--- src/design/ipv_defines.vh ---
`ifndef IPV_DEFINES_VH
`define IPV_DEFINES_VH

// APB register byte offsets.
`define IPV_OFF_CTL 12'h000
`define IPV_OFF_STAT 12'h004
`define IPV_OFF_EN 12'h008

// Priority and miscellaneous control fields.
`define IPV_CTL_PSEL_LSB 0
`define IPV_CTL_PSEL_MSB 3
`define IPV_CTL_VIS_BIT 4
`define IPV_CTL_MDA_BIT 5
`define IPV_PSEL_RST 4'h6
`define IPV_VIS_RST 1'b0

// Local enable register fields.
`define IPV_EN_RX_BIT 0
`define IPV_EN_TXE_BIT 1
`define IPV_EN_TXC_BIT 2
`define IPV_EN_IDLE_BIT 3
`define IPV_EN_SPI_BIT 4
`define IPV_EN_PEDGE_BIT 5
`define IPV_EN_POVF_BIT 6
`define IPV_EN_TWRAP_BIT 7
`define IPV_EN_TICK_BIT 8
`define IPV_EN_TMR_LSB 9
`define IPV_EN_TMR_MSB 16
`define IPV_EN_WDIS_BIT 17
`define IPV_EN_CME_BIT 18
`define IPV_EN_WIDTH 19
`define IPV_EN_RST 19'h00000

// Status register fields.
`define IPV_STAT_REQ_BIT 16
`define IPV_STAT_RXF_BIT 17

// Maskable lanes in fixed default order.
`define IPV_LANE_EXT 4'h0
`define IPV_LANE_TICK 4'h1
`define IPV_LANE_TMR_LO 4'h2
`define IPV_LANE_TWRAP 4'hA
`define IPV_PSEL_LAST_LOW 4'h4
`define IPV_PSEL_RSVD 4'h5
`define IPV_PSEL_EXT 4'h6
`define IPV_PSEL_TMR_OFS 4'h6

// Vector addresses.
`define IPV_VEC_MASK_TOP 16'hFFF2
`define IPV_VEC_RESET 16'hFFFE
`define IPV_VEC_CLKMON 16'hFFFC
`define IPV_VEC_WDOG 16'hFFFA
`define IPV_VEC_NMI 16'hFFF4
`define IPV_VEC_ILLEGAL 16'hFFF8
`define IPV_VEC_TRAP 16'hFFF6
`define IPV_VEC_IDLE 16'hFFFE

`endif

--- src/design/ipv_ctrl.v ---
// Register access over APB and the placing of the registers were left to the implementer.
`timescale 1ns/100ps
`include "ipv_defines.vh"
// How it works
// - Mode-A pin latched at reset release
// - Expanded mode: visibility bit enables read visibility
// - Other modes: visibility bit gates bus clock
// - Priority field writable only with I set
// - Codes 0000-0100 promote timer to async serial
// - Code 0101 reserved, acts as external pin
// - 0110 external pin, 0111 periodic tick
// - 1000-1111 promote captures, compares, shared channel
// - 25 sources onto 21 vectors, 15 maskable
// - Maskable need I clear; tick FFF0, pin FFF2
// - Nonmaskable FFF4 under X; traps FFF6, FFF8
// - Receive flag cleared by status-then-data read
// - Async serial sources share FFD6 with enables
// - Sync serial at FFD8 with own enable
// - Pulse edge FFDA, pulse overflow FFDC
// - Timer vectors FFDE up to FFEE
// - Watchdog FFFA, clock monitor FFFC, reset FFFE
// - Priority field resets to 0110
// - Unpromoted sources keep fixed default order
// - Promotion changes priority only, not vector/masks
module ipv_ctrl (
  // Clock and reset
  input wire pclk,
  input wire presetn,
  // APB slave
  input wire psel,
  input wire penable,
  input wire pwrite,
  input wire [11:0] paddr,
  input wire [31:0] pwdata,
  output wire pready,
  output wire pslverr,
  output reg [31:0] prdata,
  // CPU masks
  input wire cpu_i_mask,
  input wire cpu_x_mask,
  // Mode
  input wire mode_a_pin,
  input wire expanded_mode,
  output reg read_vis_en,
  output reg eclk_drive_en,
  // Nonmaskable sources
  input wire ext_reset_req,
  input wire clk_monitor_fail,
  input wire watchdog_fail,
  input wire nonmask_req_pin,
  input wire illegal_op_req,
  input wire soft_trap_instr,
  // Maskable sources
  input wire ext_req_pin,
  input wire periodic_tick_flag,
  input wire [7:0] timer_chan_flag,
  input wire timer_wrap_flag,
  input wire pulse_ovf_flag,
  input wire pulse_edge_flag,
  input wire sync_serial_flag,
  // Async serial unit
  input wire rx_char_done,
  input wire rx_overrun_flag,
  input wire tx_empty_flag,
  input wire tx_done_flag,
  input wire idle_flag,
  input wire sci_status_rd,
  input wire sci_data_rd,
  output wire rx_full_flag,
  // Vector to CPU
  output reg vec_req,
  output reg vec_nonmask,
  output reg [15:0] vec_addr
);

  reg [3:0] psel_reg;
  reg vis_reg;
  reg [`IPV_EN_WIDTH-1:0] en_reg;
  reg mode_a_latch_reg;
  reg mode_caught_reg;

  wire setup_ph;
  wire wr_acc;
  wire hit_ctl;
  wire hit_stat;
  wire hit_en;
  wire mapped;

  wire [14:0] mask_pend;
  wire [5:0] nmi_pend;
  wire async_pend;
  wire mask_found;
  wire [3:0] mask_idx;
  wire nmi_found;
  wire [2:0] nmi_idx;
  wire [3:0] promo_lane;
  wire promo_hit;
  wire [3:0] win_lane;
  wire [15:0] mask_vec;

  reg [15:0] nmi_vec;
  reg [31:0] rd_mux;
  reg [15:0] vec_next;

  // Maps a priority code onto its lane in the default order.
  function [3:0] ipv_promo_map;
    input [3:0] code;
    begin
      if (code <= `IPV_PSEL_LAST_LOW)
        ipv_promo_map = code + `IPV_LANE_TWRAP;
      else if (code == `IPV_PSEL_RSVD)
        ipv_promo_map = `IPV_LANE_EXT;
      else if (code == `IPV_PSEL_EXT)
        ipv_promo_map = `IPV_LANE_EXT;
      else
        ipv_promo_map = code - `IPV_PSEL_TMR_OFS;
    end
  endfunction

  // Bus decode: zero wait states, error on unmapped offsets.
  assign setup_ph = psel & ~penable;
  assign wr_acc = psel & penable & pwrite;
  assign hit_ctl = (paddr == `IPV_OFF_CTL);
  assign hit_stat = (paddr == `IPV_OFF_STAT);
  assign hit_en = (paddr == `IPV_OFF_EN);
  assign mapped = hit_ctl | hit_stat | hit_en;
  assign pready = 1'b1;
  assign pslverr = psel & penable & ~mapped;

  // Async serial subsystem folds its five causes into one lane.
  ipv_rx_flag u_rx_flag (
    .pclk(pclk),
    .presetn(presetn),
    .rx_done(rx_char_done),
    .status_rd(sci_status_rd),
    .data_rd(sci_data_rd),
    .rx_full_flag(rx_full_flag)
  );

  assign async_pend = ((rx_full_flag | rx_overrun_flag) & en_reg[`IPV_EN_RX_BIT]) |
                      (tx_empty_flag & en_reg[`IPV_EN_TXE_BIT]) |
                      (tx_done_flag & en_reg[`IPV_EN_TXC_BIT]) |
                      (idle_flag & en_reg[`IPV_EN_IDLE_BIT]);

  // Fifteen maskable lanes, lane 0 highest by default, all behind I.
  assign mask_pend[0] = ext_req_pin & ~cpu_i_mask;
  assign mask_pend[1] = periodic_tick_flag & en_reg[`IPV_EN_TICK_BIT] & ~cpu_i_mask;
  assign mask_pend[9:2] = timer_chan_flag &
                          en_reg[`IPV_EN_TMR_MSB:`IPV_EN_TMR_LSB] &
                          {8{~cpu_i_mask}};
  assign mask_pend[10] = timer_wrap_flag & en_reg[`IPV_EN_TWRAP_BIT] & ~cpu_i_mask;
  assign mask_pend[11] = pulse_ovf_flag & en_reg[`IPV_EN_POVF_BIT] & ~cpu_i_mask;
  assign mask_pend[12] = pulse_edge_flag & en_reg[`IPV_EN_PEDGE_BIT] & ~cpu_i_mask;
  assign mask_pend[13] = sync_serial_flag & en_reg[`IPV_EN_SPI_BIT] & ~cpu_i_mask;
  assign mask_pend[14] = async_pend & ~cpu_i_mask;

  // Six nonmaskable lanes in hardware priority order.
  assign nmi_pend[0] = ext_reset_req;
  assign nmi_pend[1] = clk_monitor_fail & en_reg[`IPV_EN_CME_BIT];
  assign nmi_pend[2] = watchdog_fail & ~en_reg[`IPV_EN_WDIS_BIT];
  assign nmi_pend[3] = nonmask_req_pin & ~cpu_x_mask;
  assign nmi_pend[4] = illegal_op_req;
  assign nmi_pend[5] = soft_trap_instr;

  ipv_first_set #(
    .N(15),
    .W(4)
  ) u_mask_enc (
    .req(mask_pend),
    .found(mask_found),
    .idx(mask_idx)
  );

  ipv_first_set #(
    .N(6),
    .W(3)
  ) u_nmi_enc (
    .req(nmi_pend),
    .found(nmi_found),
    .idx(nmi_idx)
  );

  // The promoted lane jumps the queue only when it is itself pending.
  assign promo_lane = ipv_promo_map(psel_reg);
  assign promo_hit = mask_pend[promo_lane];
  assign win_lane = promo_hit ? promo_lane : mask_idx;

  // Maskable vectors step down by two from the external pin lane.
  assign mask_vec = `IPV_VEC_MASK_TOP - {11'h000, win_lane, 1'b0};

  always @*
  begin
    nmi_vec = `IPV_VEC_RESET;
    case (nmi_idx)
      3'h0: nmi_vec = `IPV_VEC_RESET;
      3'h1: nmi_vec = `IPV_VEC_CLKMON;
      3'h2: nmi_vec = `IPV_VEC_WDOG;
      3'h3: nmi_vec = `IPV_VEC_NMI;
      3'h4: nmi_vec = `IPV_VEC_ILLEGAL;
      3'h5: nmi_vec = `IPV_VEC_TRAP;
      default: nmi_vec = `IPV_VEC_RESET;
    endcase
  end

  // Nonmaskable sources always outrank the maskable group.
  always @*
  begin
    if (nmi_found)
      vec_next = nmi_vec;
    else if (mask_found)
      vec_next = mask_vec;
    else
      vec_next = `IPV_VEC_IDLE;
  end

  // Request follows the pending sources, so it holds while they stay set.
  always @(posedge pclk or negedge presetn)
  begin
    if (!presetn)
    begin
      vec_req <= 1'b0;
      vec_nonmask <= 1'b0;
      vec_addr <= `IPV_VEC_IDLE;
    end
    else
    begin
      vec_req <= nmi_found | mask_found;
      vec_nonmask <= nmi_found;
      vec_addr <= vec_next;
    end
  end

  // Mode-A level is caught on the first edge after reset release.
  always @(posedge pclk or negedge presetn)
  begin
    if (!presetn)
    begin
      mode_a_latch_reg <= 1'b0;
      mode_caught_reg <= 1'b0;
    end
    else if (!mode_caught_reg)
    begin
      mode_a_latch_reg <= mode_a_pin;
      mode_caught_reg <= 1'b1;
    end
  end

  // Software-written control state.
  always @(posedge pclk or negedge presetn)
  begin
    if (!presetn)
    begin
      psel_reg <= `IPV_PSEL_RST;
      vis_reg <= `IPV_VIS_RST;
      en_reg <= `IPV_EN_RST;
    end
    else if (wr_acc)
    begin
      if (hit_ctl)
      begin
        vis_reg <= pwdata[`IPV_CTL_VIS_BIT];
        if (cpu_i_mask)
          psel_reg <= pwdata[`IPV_CTL_PSEL_MSB:`IPV_CTL_PSEL_LSB];
      end
      else if (hit_en)
        en_reg <= pwdata[`IPV_EN_WIDTH-1:0];
    end
  end

  // Visibility bit meaning depends on the operating mode.
  always @(posedge pclk or negedge presetn)
  begin
    if (!presetn)
    begin
      read_vis_en <= 1'b0;
      eclk_drive_en <= 1'b0;
    end
    else
    begin
      read_vis_en <= expanded_mode & vis_reg;
      eclk_drive_en <= ~expanded_mode & ~vis_reg;
    end
  end

  // Read data is captured in the setup phase for the zero-wait access.
  always @*
  begin
    rd_mux = 32'h00000000;
    if (hit_ctl)
    begin
      rd_mux[`IPV_CTL_PSEL_MSB:`IPV_CTL_PSEL_LSB] = psel_reg;
      rd_mux[`IPV_CTL_VIS_BIT] = vis_reg;
      rd_mux[`IPV_CTL_MDA_BIT] = mode_a_latch_reg;
    end
    else if (hit_stat)
    begin
      rd_mux[15:0] = vec_addr;
      rd_mux[`IPV_STAT_REQ_BIT] = vec_req;
      rd_mux[`IPV_STAT_RXF_BIT] = rx_full_flag;
    end
    else if (hit_en)
      rd_mux[`IPV_EN_WIDTH-1:0] = en_reg;
  end

  always @(posedge pclk or negedge presetn)
  begin
    if (!presetn)
      prdata <= 32'h00000000;
    else if (setup_ph)
      prdata <= rd_mux;
  end

endmodule

--- src/design/ipv_first_set.v ---
`timescale 1ns/100ps
// Lowest-numbered set request wins.
module ipv_first_set #(
  parameter N = 15,
  parameter W = 4
) (
  // Requests
  input wire [N-1:0] req,
  // Result
  output reg found,
  output reg [W-1:0] idx
);

  integer i;

  always @*
  begin
    found = 1'b0;
    idx = {W{1'b0}};
    for (i = N - 1; i >= 0; i = i - 1)
    begin
      if (req[i])
      begin
        found = 1'b1;
        idx = i[W-1:0];
      end
    end
  end

endmodule

--- src/design/ipv_rx_flag.v ---
`timescale 1ns/100ps
`include "ipv_defines.vh"
// Receive-full flag with status-then-data read clearing.
module ipv_rx_flag (
  // Clock and reset
  input wire pclk,
  input wire presetn,
  // Events
  input wire rx_done,
  input wire status_rd,
  input wire data_rd,
  // Flag
  output wire rx_full_flag
);

  reg flag_reg;
  reg armed_reg;
  wire flag_next;

  // A new character arriving in the clearing cycle keeps the flag set.
  assign flag_next = rx_done | (flag_reg & ~(armed_reg & data_rd));
  assign rx_full_flag = flag_reg;

  always @(posedge pclk or negedge presetn)
  begin
    if (!presetn)
    begin
      flag_reg <= 1'b0;
      armed_reg <= 1'b0;
    end
    else
    begin
      flag_reg <= flag_next;
      if (status_rd & flag_reg)
        armed_reg <= 1'b1;
      else if (data_rd | rx_done)
        armed_reg <= 1'b0;
    end
  end

endmodule

--- config.mk ---
export PLATFORM = sky130hd
export DESIGN_NAME = ipv_ctrl
export DESIGN_NICKNAME = d
export VERILOG_FILES = /design/src/design/ipv_ctrl.v /design/src/design/ipv_first_set.v /design/src/design/ipv_rx_flag.v
export VERILOG_INCLUDE_DIRS = /design/src /design/src/design
export SDC_FILE = /design/constraint.sdc
export NUM_CORES = 1
export LEC_CHECK = 0
export BUFFER_PORTS_ARGS = -buffer_cell sky130_fd_sc_hd__buf_2
export CAP_MARGIN = 10
export CELL_PAD_IN_SITES_DETAIL_PLACEMENT = 0
export CELL_PAD_IN_SITES_GLOBAL_PLACEMENT = 1
export CORE_ASPECT_RATIO = 2
export CORE_MARGIN = 2
export CORE_UTILIZATION = 32
export DETAILED_ROUTE_END_ITERATION = 8
export GPL_TIMING_DRIVEN = 1
export PLACE_DENSITY_LB_ADDON = 0.05
export SLEW_MARGIN = 5
export SYNTH_ARGS = -nofsm -noshare
export SYNTH_HDL_FRONTEND = slang
export SYNTH_SLANG_ARGS = --single-unit
export TNS_END_PERCENT = 5
--- constraint.sdc ---
create_clock -name pclk -period 2.5 [get_ports pclk]
set_clock_uncertainty 0.15 [all_clocks]
set_input_delay 0.5 -clock pclk [delete_from_list [all_inputs] [get_ports pclk]]
set_output_delay 0.5 -clock pclk [all_outputs]
set_load 0.03 [all_outputs]
==> flow_summary_export.csv <==
group,metric,value,unit
timing,worst_pin_slew,0.710,ns
critical_path,crit_fanout,6,
die,rows,52,
clock_network,cts_buffers,5,
die,initial_core_util,32.5,%
critical_path,path_buf_inv,1,
critical_path,r2r_cells,9,
timing,maxSlewHeadroom,52.7,%
grt,antenna_found_initial,0,
yosys,synth_top_cell_by_area,"dfrtp_1",
layout,instances_no_fill,630,
layout,stdcell_area,4510,um2
yosys,synth_edf_count,0,
critical_path,crit_type,"reg -> reg",
die,die_x,75.4,um
grt,grt_pass1_wl,16.5,mm
place,globalplace.congestion,0.875,
clock_network,cts_tree,"built",
layout,drive_gt1_share,45.7,%
die,die_height,147,um
drt,antenna_left,0,
drt,route.detailed.drc,0,
yosys,ys_types,60,
timing,finalHoldViolations,0,
power,power-per-cell-area,413,nW/um2
drt,drtPass1Iterations,4,
status,violations,"setup timing",
critical_path,cp_slowest_cell,"dfstp_2",
drt,vias_per_cell,4.93,
power,p_total,1.86,mW
timing,setup_viol,3,
timing,final.min_clock_period,2.64,ns
layout,synthToLayoutAreaGrowth,38.3,%
place,dp.cells,615,
clock_network,cts.sinks,56,
yosys,syn-instance-count,336,
place,portBuffers,96,
yosys,ys_ff_latch,56,
clock_network,htree_num_levels,2,
clock_network,clockRootBuffer,"clkbuf_16",
critical_path,end_kind,"flip-flop",
clock_network,clock_latency,0.30,ns
yosys,synthTopCellsByArea,"dfrtp_1, mux2_2, buf_4, dfstp_2, nand2_1",
timing,holdWs,0.177,ns
layout,antenna_cells,0,
critical_path,worstReg2RegEnd,"vec_addr[3]$_DFF_PN1_",
grt,gr-usage-all-layers,20.3,%
critical_path,cp_top_family,"compound AO/OA/AOI/OAI gates",
yosys,ys_warn_count,0,
grt,grt_overflow_total,0,
timing,setup_slack,-0.143,ns
yosys,synthArstFlopShare,100,%
drt,dr_total_vias,3106,
critical_path,critical_path.startpoint,"psel_reg[1]$_DFFE_PN1P_",
place,placed_area,4250,um2
yosys,synth_area,3260,um2
timing,slew_viol_final,0,
yosys,syn_avg_cell_area,9.70,um2
power,peakVddDrop,0.000255,V
yosys,synthMostInstantiatedCell,"dfrtp_1",
clock_network,clockBufferDepth,2,
critical_path,critPathArrivalTime,2.72,ns
drt,post_drt_wl_per_cell,17.2,um
critical_path,worstPathRequired,2.58,ns
grt,grt_start_max_net_pins,57,
critical_path,cpPeakStageDelay,0.60,ns
critical_path,cp.depth,9,
clock_network,clk_pin_slew,0.07,ns
yosys,ys.flop_type,"dfrtp_1",
layout,nNetsFinal,576,
yosys,netlist.area_leader.share,37.6,%
layout,post-route-util,45.0,%
critical_path,rrSetupSlack,-0.14,ns
yosys,synth_common_cells,"dfrtp_1, nand2_1, buf_4",
yosys,yosysSeqAreaShare,43.3,%
critical_path,endpoint,"vec_addr[3]$_DFF_PN1_",
power,p_leak,2.15,nW
critical_path,path_cells,"ha_4 > inv_1 > a311o_2 > a221o_1 > nand3_2 > nand3_2 > and2_4 > ha_4 > o22a_1",
run,cap_violations,0,
status,status,"complete, but fails checks",
drt,drt-initial-drc-count,146,
grt,grt_pass1_vias,3138,
min_path,hold_class,"in -> async",
timing,fmax,0.378,GHz
critical_path,timing.rr.start,"psel_reg[1]$_DFFE_PN1P_",
die,dieArea,11100,um2
critical_path,start_kind,"flip-flop",
timing,rsz0062_at_grt,"true",
die,io_pins,135,
drt,wirelength,10.8,mm
timing,fin_crit_sh,106,%
die,core_area,10000,um2
place,hpwl,8.85,mm
==> through the flow <==
| step | setup WS (ns) | TNS (ns) |
|---|---|---|
| floorplan | -0.0190 | -0.0190 |
| global placement | -0.460 | -1.17 |
| detailed placement | -0.464 | -1.23 |
| CTS | -0.163 | -0.296 |
| global route | -0.214 | -0.477 |
| finish | -0.143 | -0.262 |
==> per-layer routing <==
metal / global-route usage [%] / share of wire, % / vias up / routed length, um
met3: 1.58 / 3.2 / 23 / 348
met2: 36.9 / 56 / 94 / 6060
met1: 22.4 / 36 / 1489 / 3940
met5: 0 / 0 / - / 0
met4: 9.74 / 4.3 / 0 / 467
li1: - / - / 1500 / -
==> worst min-delay path by stage <==
stage / from / end
finish: presetn / prdata[11]$_DFFE_PN0P_
global placement: vis_reg$_DFFE_PN0P_ / eclk_drive_en$_DFF_PN0_
detailed placement: vis_reg$_DFFE_PN0P_ / eclk_drive_en$_DFF_PN0_
floorplan: presetn / eclk_drive_en$_DFF_PN0_
global route: expanded_mode / eclk_drive_en$_DFF_PN0_
CTS: expanded_mode / eclk_drive_en$_DFF_PN0_
==> kinds of logic after synthesis <==
| logic type | count (synthesis) | share of synthesized area (%) |
|---|---|---|
| XOR/XNOR | 1 | 0.269 |
| other | 2 | 0.230 |
| AO/OA/AOI/OAI | 101 | 20.9 |
| buffers and inverters | 44 | 8.22 |
| AND/OR/NAND/NOR | 101 | 16.4 |
| adder cells (fa/ha/maj) | 2 | 0.768 |
| multiplexers | 29 | 9.98 |
| flip-flops | 56 | 43.3 |
==> placed cells by master (no fill, tap or decap), types with 3 or more instances in the layout <==
master | synthesis | layout
inv_1 | 3 | 3
nor2b_1 | 5 | 5
nand4_1 | 3 | 3
mux2_1 | 10 | 10
nor3_1 | 7 | 6
nor2_1 | 8 | 8
o21ai_1 | 11 | 11
a22o_1 | 4 | 4
dfstp_2 | 7 | 7
buf_4 | 26 | 71
nand3_1 | 11 | 9
or2_2 | 3 | 3
mux2_2 | 18 | 18
a21o_1 | 4 | 4
clkbuf_16 | 0 | 5
a21oi_2 | 1 | 4
a22oi_1 | 10 | 10
nand3_2 | 1 | 3
a21oi_1 | 22 | 19
and2_1 | 5 | 4
conb_1 | 2 | 26
nand2b_1 | 5 | 4
o21ai_0 | 18 | 17
a211oi_1 | 3 | 3
dfrtp_1 | 49 | 49
a41oi_1 | 4 | 4
buf_2 | 4 | 96
nand2_1 | 39 | 39
==> report_power, final <==
part | internal (mW) | leakage [nW] | switching (mW) | total (mW)
Clock | 0.374 | 0.0671 | 0.325 | 0.699
Combinational | 0.0823 | 1.35 | 0.155 | 0.237
Sequential | 0.920 | 0.728 | 0.00683 | 0.927
Total | 1.38 | 2.15 | 0.486 | 1.86
==> layout make-up <==
class	instances	area (um2)
fillers	1049	5510
well taps	135	169
flip-flops and latches	56	1410
clock buffers	6	129
inverters	3	11.3
multi-input cells	260	1750
repair buffers	168	1020
clock inverters	2	16.3
==> timing repair <==
item                                    4_1_cts  5_1_grt
pin swaps                                    12        3
gates resized for setup                      13        3
hold buffers                                  0        0
endpoints found under the setup margin        3        5
buffers inserted                              7        0
hold endpoints to repair                      0        0
Power figures use the tool's default switching activity.
